<file path="src/hdl/ssw_defs.svh">
`ifndef SSW_DEFS_SVH
`define SSW_DEFS_SVH
`define SSW_CLK_HZ          20000000
`define SSW_MS_CYC          (`SSW_CLK_HZ / 1000)
`define SSW_INIT_MS         256
`define SSW_STUCK_MS        8000
`define SSW_LFSR_RST        8'hB2
`define SSW_WIN_RST         4'h2
`define SSW_RSTDUR_RST      2'h0
`define SSW_WDERR_MAX       4'h6
`define SSW_WDERR_INC       4'h2
`define SSW_FLT_INT0        3'h3
`define SSW_FLT_FIN0        3'h6
`define SSW_FLT_INT1        3'h1
`define SSW_FLT_FIN1        3'h2
`endif

</file>
<file path="src/hdl/ssw_pkg.sv">
package ssw_pkg;
  typedef enum logic [5:0] {
    SSW_SELFTEST = 6'h01,
    SSW_WAIT_PRE = 6'h02,
    SSW_RST_LOW  = 6'h04,
    SSW_INIT     = 6'h08,
    SSW_NORMAL   = 6'h10,
    SSW_DEEP     = 6'h20
  } ssw_state_t;
endpackage

</file>
<file path="src/hdl/ssw_watchdog.sv">
`timescale 1ns/1ps
`default_nettype none
`include "ssw_defs.svh"
// Behaviour
// - second self-test runs only on host command
// - critical aux holds primary safe output until pass
// - init phase starts at reset release
// - init-only settings locked after init
// - first good answer enters normal watchdog
// - reset assertion leaves normal watchdog
// - timed reset low, release only without faults
// - safe outputs run beside main states
// - fault final or stuck reset enters deep
// - deep state: regulators off, outputs asserted
// - key low to low-power-off, high wakes
// - stuck timer from preregulator wait to release
// - stuck timer disable in init, restart
// - three active-low safety outputs
// - closed window access is wrong refresh
// - window period selectable from fixed table
// - inhibit by write or debug strap
// - 8-bit lfsr challenge, optional host seed
// - good answer advances lfsr, restarts window
// - wrong answer counts, restarts, irq, lfsr kept
// - error counter plus two, minus one
// - fixed half closed, half open
// - open window timeout is wrong refresh
// - fault thresholds 3/6 or 1/2
module ssw_watchdog
  import ssw_pkg::*;
#(
  parameter int unsigned MS_CYC    = `SSW_MS_CYC,
  parameter int unsigned INIT_CYC  = `SSW_INIT_MS * `SSW_MS_CYC,
  parameter int unsigned STUCK_CYC = `SSW_STUCK_MS * `SSW_MS_CYC,
  parameter logic [7:0]  ANS_XOR   = 8'hFF
) (
  // clock and own power-on reset
  input  wire logic       clock_i,
  input  wire logic       rst_i,
  // status from analog side and self-tests
  input  wire logic       selftests_done_i,
  input  wire logic       selftests_ok_i,
  input  wire logic       prereg_ok_i,
  input  wire logic       fault_i,
  input  wire logic       analog_selftest_second_pass_i,
  input  wire logic       analog_selftest_second_done_i,
  // pins
  input  wire logic       host_reset_in_i,
  input  wire logic       key_i,
  input  wire logic       debug_strap_i,
  // host commands, one-cycle strobes
  input  wire logic       analog_selftest_second_req_i,
  input  wire logic       answer_wr_i,
  input  wire logic [7:0] answer_i,
  input  wire logic       seed_wr_i,
  input  wire logic [7:0] seed_i,
  input  wire logic       window_wr_i,
  input  wire logic [3:0] window_i,
  input  wire logic       cfg_wr_i,
  input  wire logic [1:0] rst_dur_i,
  input  wire logic       aux_critical_i,
  input  wire logic       stuck_dis_i,
  input  wire logic       wd_inhibit_i,
  input  wire logic       flt_sel_i,
  // outputs
  output var  logic       host_reset_out_n_o,
  output var  logic       safe_out_primary_n_o,
  output var  logic       safe_out_secondary_n_o,
  output var  logic       host_irq_n_o,
  output var  logic       analog_selftest_second_start_o,
  output var  logic       regulators_on_o,
  output var  logic       low_power_off_o,
  output var  logic [7:0] challenge_o,
  output var  logic [5:0] state_o,
  output var  logic [2:0] fault_cnt_o,
  output var  logic [3:0] wd_err_cnt_o
);

  function automatic logic [7:0] ssw_expect(input logic [7:0] c);
    return ~(c ^ ANS_XOR) ^ 8'hFF ^ {c[0], c[7:1]};
  endfunction

  function automatic logic [10:0] ssw_win_ms(input logic [3:0] s);
    case (s)
      4'h0: return 11'd1;    4'h1: return 11'd2;    4'h2: return 11'd3;
      4'h3: return 11'd4;    4'h4: return 11'd6;    4'h5: return 11'd8;
      4'h6: return 11'd12;   4'h7: return 11'd16;   4'h8: return 11'd24;
      4'h9: return 11'd32;   4'hA: return 11'd64;   4'hB: return 11'd128;
      4'hC: return 11'd256;  4'hD: return 11'd512;  default: return 11'd1024;
    endcase
  endfunction

  typedef struct packed {
    logic [1:0]  rin_s;
    logic [1:0]  key_s;
    logic [1:0]  dbg_s;
    ssw_state_t  st;
    logic        debug;
    logic [7:0]  lfsr;
    logic [3:0]  win_cur;
    logic [3:0]  win_cfg;
    logic [1:0]  rst_dur;
    logic        aux_crit;
    logic        stuck_dis;
    logic        inhibit;
    logic        flt_sel;
    logic [31:0] tmr;
    logic [31:0] stuck;
    logic        stuck_run;
    logic [3:0]  wd_err;
    logic [2:0]  flt;
    logic        analog_selftest_second_ok;
    logic        low_power_off;
    logic        rst_n;
    logic        fs0_n;
    logic        fs1_n;
    logic        irq_n;
    logic        a2_start;
  } ssw_reg_t;

  ssw_reg_t r;
  ssw_reg_t next_r;

  logic [31:0] half_cyc;
  logic        win_open;
  logic        good;
  logic        bad_ans;
  logic        timeout;
  logic        wd_fail;
  logic [2:0]  flt_int;
  logic [2:0]  flt_fin;

  always_comb begin
    half_cyc = ((32'(ssw_win_ms(r.win_cur)) * 32'(MS_CYC)) >> 1);
    win_open = (r.st == SSW_INIT) || (r.tmr >= half_cyc);
    good     = answer_wr_i && win_open && (answer_i == ssw_expect(r.lfsr));
    bad_ans  = answer_wr_i && !good;
    timeout  = (r.st == SSW_INIT) ? (r.tmr >= 32'(INIT_CYC) - 32'd1)
                                  : (r.tmr >= (half_cyc << 1) - 32'd1);
    wd_fail  = bad_ans || (timeout && !answer_wr_i);
    flt_int  = r.flt_sel ? `SSW_FLT_INT1 : `SSW_FLT_INT0;
    flt_fin  = r.flt_sel ? `SSW_FLT_FIN1 : `SSW_FLT_FIN0;
  end

  always_comb begin
    next_r          = r;
    next_r.rin_s    = {r.rin_s[0], host_reset_in_i};
    next_r.key_s    = {r.key_s[0], key_i};
    next_r.dbg_s    = {r.dbg_s[0], debug_strap_i};
    next_r.irq_n    = 1'b1;
    next_r.a2_start = 1'b0;
    if (r.stuck_run && r.stuck < 32'(STUCK_CYC)) begin
      next_r.stuck = r.stuck + 32'd1;
    end
    if (analog_selftest_second_req_i) begin
      next_r.a2_start = 1'b1;
    end
    if (analog_selftest_second_done_i) begin
      next_r.analog_selftest_second_ok = analog_selftest_second_pass_i;
    end
    if (window_wr_i && (r.st == SSW_INIT || r.st == SSW_NORMAL)) begin
      next_r.win_cfg = window_i;
    end
    case (r.st)
      SSW_SELFTEST: begin
        if (selftests_done_i) begin
          next_r.debug     = r.dbg_s[1];
          next_r.st        = SSW_WAIT_PRE;
          next_r.stuck_run = 1'b1;
          next_r.stuck     = 32'd0;
        end
      end
      SSW_WAIT_PRE: begin
        if (prereg_ok_i) begin
          next_r.st  = SSW_RST_LOW;
          next_r.tmr = 32'd0;
        end
      end
      SSW_RST_LOW: begin
        next_r.tmr = r.tmr + 32'd1;
        if (r.tmr >= (32'd1 << r.rst_dur) * 32'(MS_CYC) && !fault_i) begin
          next_r.rst_n = 1'b1;
          // host may hold the line low; init waits until the pin is seen high
          if (r.rst_n && r.rin_s[1]) begin
            next_r.st        = SSW_INIT;
            next_r.tmr       = 32'd0;
            next_r.stuck_run = 1'b0;
          end
        end else begin
          next_r.rst_n = 1'b0;
        end
      end
      SSW_INIT, SSW_NORMAL: begin
        next_r.tmr = r.tmr + 32'd1;
        if (r.st == SSW_INIT && cfg_wr_i) begin
          next_r.rst_dur   = rst_dur_i;
          next_r.aux_crit  = aux_critical_i;
          next_r.stuck_dis = stuck_dis_i;
          next_r.inhibit   = wd_inhibit_i;
          next_r.flt_sel   = flt_sel_i;
        end
        if (r.st == SSW_INIT && seed_wr_i) begin
          next_r.lfsr = seed_i;
        end
        if (good) begin
          next_r.lfsr    = {r.lfsr[6:0], r.lfsr[7] ^ r.lfsr[5] ^ r.lfsr[4] ^ r.lfsr[3]};
          next_r.tmr     = 32'd0;
          next_r.win_cur = r.win_cfg;
          next_r.wd_err  = (r.wd_err != 4'h0) ? r.wd_err - 4'h1 : 4'h0;
          next_r.st      = SSW_NORMAL;
        end else if (wd_fail) begin
          next_r.tmr     = 32'd0;
          next_r.win_cur = r.win_cfg;
          next_r.irq_n   = 1'b0;
          next_r.wd_err  = (r.wd_err >= `SSW_WDERR_MAX - `SSW_WDERR_INC) ?
                           `SSW_WDERR_MAX : r.wd_err + `SSW_WDERR_INC;
        end
        // watchdog failure resets only when watchdog may act, debug strap mutes it; fault or low reset pin always resets
        if ((wd_fail && !r.inhibit && !r.debug && (r.st == SSW_INIT ||
             r.wd_err >= `SSW_WDERR_MAX - `SSW_WDERR_INC)) || fault_i || !r.rin_s[1]) begin
          next_r.st    = SSW_RST_LOW;
          next_r.rst_n = 1'b0;
          next_r.tmr   = 32'd0;
          next_r.wd_err = 4'h0;
          next_r.flt   = (r.flt < 3'h7) ? r.flt + 3'h1 : r.flt;
          next_r.fs0_n = 1'b0;
          if (!r.stuck_dis) begin
            next_r.stuck_run = 1'b1;
            next_r.stuck     = 32'd0;
          end
        end
      end
      SSW_DEEP: begin
        next_r.rst_n = 1'b0;
        next_r.fs0_n = 1'b0;
        next_r.fs1_n = 1'b0;
        if (!r.key_s[1]) begin
          next_r.low_power_off = 1'b1;
        end else if (r.low_power_off) begin
          next_r       = '0;
          next_r.st    = SSW_SELFTEST;
          next_r.lfsr  = `SSW_LFSR_RST;
          next_r.win_cur = `SSW_WIN_RST;
          next_r.win_cfg = `SSW_WIN_RST;
          next_r.irq_n = 1'b1;
          next_r.fs0_n = 1'b0;
          next_r.fs1_n = 1'b0;
        end
      end
      default: next_r.st = SSW_SELFTEST;
    endcase
    // safe outputs follow fault state beside the main sequence
    if (r.st == SSW_INIT || r.st == SSW_NORMAL) begin
      next_r.fs0_n = selftests_ok_i && (r.analog_selftest_second_ok || !r.aux_crit) && r.flt < flt_int
                     && !fault_i;
      next_r.fs1_n = selftests_ok_i && r.flt < flt_int && !fault_i;
    end
    if (r.st != SSW_DEEP && r.st != SSW_SELFTEST &&
        (r.flt >= flt_fin || (r.stuck_run && r.stuck >= 32'(STUCK_CYC)))) begin
      next_r.st    = SSW_DEEP;
      next_r.rst_n = 1'b0;
      next_r.fs0_n = 1'b0;
      next_r.fs1_n = 1'b0;
      next_r.stuck_run = 1'b0;
    end
  end

  always_ff @(posedge clock_i or posedge rst_i) begin
    if (rst_i) begin
      r         <= '0;
      r.st      <= SSW_SELFTEST;
      r.lfsr    <= `SSW_LFSR_RST;
      r.win_cur <= `SSW_WIN_RST;
      r.win_cfg <= `SSW_WIN_RST;
      r.rst_dur <= `SSW_RSTDUR_RST;
      r.irq_n   <= 1'b1;
    end else begin
      r <= next_r;
    end
  end

  always_comb begin
    host_reset_out_n_o     = r.rst_n;
    safe_out_primary_n_o   = r.fs0_n;
    safe_out_secondary_n_o = r.fs1_n;
    host_irq_n_o           = r.irq_n;
    analog_selftest_second_start_o         = r.a2_start;
    regulators_on_o        = (r.st != SSW_DEEP);
    low_power_off_o        = r.low_power_off;
    challenge_o            = r.lfsr;
    state_o                = r.st;
    fault_cnt_o            = r.flt;
    wd_err_cnt_o           = r.wd_err;
  end

  //////////////////////////////////////////////////////////////////////////////
  a_deep_outs: assert property (@(posedge clock_i) disable iff (rst_i)
    (r.st == SSW_DEEP) |=> !r.rst_n && !r.fs0_n && !r.fs1_n)
    else $error("deep state outputs not asserted");
  a_wrong_irq: assert property (@(posedge clock_i) disable iff (rst_i)
    (r.st == SSW_NORMAL && bad_ans) |=> !r.irq_n && $stable(r.lfsr))
    else $error("wrong answer handling");
  a_good_lfsr: assert property (@(posedge clock_i) disable iff (rst_i)
    good |=> r.lfsr != $past(r.lfsr) && r.tmr == 32'd0)
    else $error("good answer did not advance");
  a_init_enter: assert property (@(posedge clock_i) disable iff (rst_i)
    (r.st == SSW_RST_LOW && next_r.st == SSW_INIT) |=> r.rst_n)
    else $error("init without release");
  a_deep_fault: assert property (@(posedge clock_i) disable iff (rst_i)
    (r.flt >= flt_fin && r.st == SSW_NORMAL) |=> r.st == SSW_DEEP)
    else $error("final fault not deep");
  a_cfg_lock: assert property (@(posedge clock_i) disable iff (rst_i)
    (r.st == SSW_NORMAL && cfg_wr_i) |=> $stable(r.rst_dur))
    else $error("locked setting changed");
  a_first_good: assert property (@(posedge clock_i) disable iff (rst_i)
    (r.st == SSW_INIT && good && !fault_i && r.rin_s[1]) |=> r.st == SSW_NORMAL)
    else $error("first answer not normal");
  a_key_low_power_off: assert property (@(posedge clock_i) disable iff (rst_i)
    (r.st == SSW_DEEP && !r.key_s[1]) |=> r.low_power_off)
    else $error("key low not low-power-off");

endmodule // ssw_watchdog
`default_nettype wire

</file>
<file path="config.mk">
export PLATFORM = sky130hd
export DESIGN_NAME = ssw_watchdog
export DESIGN_NICKNAME = d
export VERILOG_FILES = /design/src/hdl/ssw_pkg.sv /design/src/hdl/ssw_watchdog.sv
export VERILOG_INCLUDE_DIRS = /design/src /design/src/hdl
export SDC_FILE = /design/constraint.sdc
export NUM_CORES = 1
export LEC_CHECK = 0
export BUFFER_PORTS_ARGS = -buffer_cell sky130_fd_sc_hd__buf_2
export CORE_MARGIN = 3
export CORE_UTILIZATION = 50
export DETAILED_ROUTE_END_ITERATION = 12
export HOLD_SLACK_MARGIN = 0.12
export PLACE_DENSITY_LB_ADDON = 0.3
export SLEW_MARGIN = 20
export SYNTH_ARGS = -nofsm -noshare
export SYNTH_HDL_FRONTEND = slang
export SYNTH_SLANG_ARGS = --single-unit
</file>
<file path="constraint.sdc">
create_clock -name clock_i -period 9.2 [get_ports clock_i]
set_clock_uncertainty 0.1 [all_clocks]
set_input_delay 2.76 -clock clock_i [delete_from_list [all_inputs] [get_ports clock_i]]
set_output_delay 2.76 -clock clock_i [all_outputs]
set_load 0.005 [all_outputs]
</file>
-- Word level (Yosys, flattened, before mapping)
Memory sizes are Yosys's and may differ from the RTL's.
Index checks and enable logic that the tools add are counted.
- bits in read-only memories: 176
- memory bits (writable): 0
- memories kept: 1
- bits in latches: 0
- register bits: 114
- output and inout bits: 28
- word-level logic and storage cells: 198
- multipliers: 2
- eq/ne operators: 29
- $add $sub $neg: 6
- shifts and indexed selects: 1
- magnitude comparators: 10
- divide/modulo/power cells: 0
- bitwise operators: 7
- reductions and logical operators: 56
- multiplexer cells: 61
- memory list (memory ; depth ; bits a word ; rd ports ; clocked after memory_dff ; write ports ; line ; source):
    (name not given) ; 16 ; 11 ; 1 ; 0 ; 0 ; ssw_watchdog.sv:84 ; case (s)
- operator list (kind ; count):
    $mux W32 ; 6
    $pmux W32 S4 ; 1
    $mux W114 ; 1
    $mux W108 ; 1
    $pmux W32 S3 ; 1
    $mux W72 ; 1
    $mux W33 ; 2
    $add A32 B1 Y32 const B ; 2
    $ge A32 B32 Y1 ; 2
    $mux W6 ; 8
    $ge A32 B23 Y1 const B ; 1
    $ge A32 B25 Y1 ; 1
    $ge A32 B28 Y1 const B ; 1
    $lt A32 B28 Y1 const B ; 1
    $mul A32 B10 Y27 const B ; 1
    $mux W4 ; 8
    $shl A1 B2 Y32 const A ; 1
    $ne A3 B3 Y1 const B ; 10
    $pmux W6 S5 ; 1
    $sub A26 B1 Y27 const B ; 1
    $not A8 Y8 ; 3
    $pmux W12 S2 ; 1
    $reduce_and A4 Y1 ; 6
    $logic_and A1 B1 Y1 ; 21
    other kinds (43) ; 90

-- Depth between registers and ports, before layout
- depth after elaboration: 18
- gate-level depth with buffers: 37
- gate-level depth less buffers: 35

-- Least setup slack after synthesis
No wires, ideal clock.
- path type: flip-flop to flip-flop
- from: register r[91] in the netlist's numbering
- to: register r[54] in the netlist's numbering
- data required time: 9.017 ns
- clock period less this slack: 7.521 ns
- path buffers: 3
- path slack: 1.679 ns
- arrival time: 7.339 ns
- stages on the path, launching flop included: 35
- cell sequence: dfrtp_1 > clkbuf_1 > nor2b_1 > and2_1 > inv_1 > fa_1 > inv_1 > ha_1 > inv_1 > fa_1 > inv_1 > ha_1 > inv_1 > fa_1 > inv_1 > ha_1 > or2_2 > and3_1 > o21ai_1 > and4b_1 > or3_1 > clkbuf_1 > nand3_1 > nor4_1 > xor2_1 > ha_1 > nand4_1 > nor3_1 > a211o_1 > a211o_1 > a21o_1 > o21ai_1 > clkbuf_1 > nand2_1 > o21ai_0
- longest elaborated chain between the ends: 16
- ends and longest elaborated chain (what ; line ; source):
    start: declaration ; ssw_watchdog.sv:121 ; ssw_reg_t r;
    start signal: assignment ; ssw_watchdog.sv:278 ; r <= next_r;
    $mem_v2 Z16 W11 (*) ; - ;
    $mul A11 B10 Y21 (*) ; ssw_watchdog.sv:134 ; half_cyc = ((32'(ssw_win_ms(r.win_cur)) * 32'(MS_CYC)) >> 1);
    parallel branches: the longest is 12 deep, another holds $ge A32 B32 Y1 ; - ;
    $mux W72 (*) ; ssw_watchdog.sv:219 ; if ((wd_fail && !r.inhibit && !r.debug && (r.st == SSW_INIT ||
    $pmux W32 S4 (*) ; ssw_watchdog.sv:164 ; case (r.st)
Every way passes the cells marked *. The select of a mux whose other input is x is not followed.
A chain may end at the register's enable or synchronous reset.

==> reports/results.ini <==
[status]
status = completed

[timing]
tightestPinTransition_ns = 1.12
fmax_ghz = 0.119
fin_tns_setup_ns = 0
slew_headroom_pct = 25.1
slew_violations = 0
setup_viol = 0
fin_crit_ns = 8.42
fin_crit_sh_pct = 91.5
hold_viol = 0
grt_setup_unrepaired = no

[logic_synthesis]
synth_common_cells = ha_1, nand2_1, inv_1, dfrtp_1, o21ai_0
synth.top_cell.area_share_pct = 25.1
synth_flop_cell = dfrtp_1
ys_seq_elements = 114
syn-num-nets = 1457
syn_inst = 1254
synth_cell_types = 76
synth_top_area_cell = dfrtp_1
synth-seq-area-share_pct = 27.1
netlist_area_mm2 = 0.0106
synth_warnings = 0
synthTopCellsByArea = dfrtp_1, ha_1, nand2_1, o21ai_0, inv_1
synthArstFlopShare_pct = 100
synth_edf_count = 0
synth.avg_cell_area_um2 = 8.43
yosysMostFrequentCell = ha_1

[critical_path]
timing.reg2reg.setup_slack_ns = 0.78
path_common_cell = inv_1
crit_arrival_ns = 8.61
critPathTopFamily = adder cells
worstPathBufferInverterCount = 8
slowest_stage = o41ai_1
startpoint_type = register
setup.worst_path.class = register to register
slowest_delay_ns = 0.58
path_max_fanout = 32
required_ns = 9.39
critPathCaptureType = register

[grt]
grt_pass1_wl_mm = 43.0
grt_pass1_vias = 8862
overflow = 0
antenna_found_initial = 0
grt_start_max_net_pins = 64
grt_use_total_pct = 23.3

[clock_network]
clockBufferDepth = 2
hold_buffers = 0
clock_latency_ns = 0.42
numCtsBuffers = 17
clockRootBuffer = clkbuf_16
path_clk_slew_ns = 0.06
post-cts-setup-buffer-count = 0
cts_resized = 0
cts.htree.levels = 4
cts_tree = done
cts.sinks = 114

[floorplan]
io_pins = 70
row_count = 52
fp.dieW_um = 151
die_height_um = 151
die-area_mm2 = 0.0229
core_area_mm2 = 0.0205
initial_utilization_pct = 51.6

[drt]
drtAntennaViolNets = 0
drt-vias-per-instance = 5.81
wl_per_cell_um = 16.4
drt_iter0_drc = 594
vias = 9135
drt_wl_total_mm = 25.7
drtPass1Iterations = 5
drc = 0

[power_and_ir_drop]
power_mw = 4.72
power.density_mw_per_mm2 = 407
leakage_nw = 5.64
irDropWorstVdd_mv = 0.495

[finish]
stdcell_count = 1571
drive_gt1_share_pct = 10.8
regArea_mm2 = 0.00286
multiInputGateArea_mm2 = 0.00698
syn_to_final_growth_pct = 9.67
num-nets-final = 1491
fillers = 1816
num_antenna_cells = 0
stdcell_area_mm2 = 0.0116

[place]
portBuffers = 69
place_congestion = 0.929
dp_hpwl_mm = 19.2
place_area_mm2 = 0.0110
place_inst = 1539

[run]
cap_violations = 0

[hold_path]
hp-class = register to register

per-layer routing:
| metal | up-vias | global-route usage, % | share of wire, % |
|---|---|---|---|
| li1 | 4505 | - | - |
| met1 | 4342 | 32.1 | 47 |
| met2 | 237 | 36.7 | 46 |
| met3 | 51 | 4.61 | 4.9 |
| met4 | 0 | 7.71 | 2.0 |
| met5 | - | 0 | 0 |
worst reg2reg max path, delay by kind of cell, from the launching register on:
family	cells	cell delay, ns
adder cells (fa/ha/maj)	8	2.78
AO/OA/AOI/OAI	7	2.32
AND/OR/NAND/NOR	8	1.49
buffers and inverters	8	0.88
flip-flops	1	0.55
XOR/XNOR	1	0.15
power breakdown:
part | internal, mW | switching (mW)
Combinational | 1.33 | 1.96
Sequential | 0.599 | 0.140
Clock | 0.441 | 0.249
registers in the layout, indices dropped and copies added, names as in the netlist:
register,count
low_power_off_o,1
fault_cnt_o,3
challenge_o,8
host_reset_out_n_o,1
safe_out_primary_n_o,1
safe_out_secondary_n_o,1
host_irq_n_o,1
analog_selftest_second_start_o,1
state_o,6
wd_err_cnt_o,4
r,87
final timing paths:
path,to,startpoint,depth (start not counted)
worst min-delay path,r[101],r[109],2
max in group asynchronous,wd_err_cnt_o[1],rst_i,3
worst max-delay path,r[28],r[90],32
worst min register to register,r[101],r[109],2
min in group asynchronous,r[47],rst_i,2
worst max register to register,r[28],r[90],32
final cells by class:
class                           count  share of cell area [%]
Inverter                          111                    3.62
Clock buffer                       20                    3.94
Timing Repair Buffer               74                    3.30
Multi-Input combinational cell    970                    60.2
Clock inverter                     12                    1.34
Tap cell                          270                    2.91
Sequential cell                   114                    24.7
cell families (layout without fill, tap and decap cells):
| group | count (synthesis) | after routing | share of synthesized area, % |
|---|---|---|---|
| simple gates | 446 | 446 | 21.3 |
| compound gates | 274 | 274 | 16.5 |
| buf+inv | 170 | 217 | 7.01 |
| fa+ha+maj | 162 | 162 | 20.5 |
| flops | 114 | 114 | 27.1 |
| xor+xnor | 70 | 70 | 5.80 |
| mux | 18 | 18 | 1.78 |
stage by stage:
step | setup slack (ns) | utilization, % | hold slack, ns
after CTS | 0.838 | 56.6 | 0.348
final | 0.780 | 56.6 | 0.348
after detailed placement | 0.854 | 53.6 | 0.330
after global placement | 1.07 | 53.6 | 0.322
after floorplan | 1.68 | - | 0.314
after global routing | 0.230 | 56.6 | 0.362
placed cells by master, fill, tap and decap left out, drive strengths merged, types with 6 or more instances in the layout:
cell    instances
and4           11
o21ai          90
fa             19
o211ai         13
a21o           12
xor2           30
mux2i          12
ha            142
o21a           13
nor2           83
and2           11
inv           113
nor3           49
clkbuf         20
o31ai          13
buf            74
a211oi         13
and3           25
xnor2          40
mux2            6
a21oi          66
dfrtp         106
nand2         127
or3            11
nor2b          12
nor4           20
dfstp           8
nand4          14
or2             6
a31oi           9
nand3          43
nor3b          10
nand2b          8
Note: power is estimated with default switching activity, not from simulation.
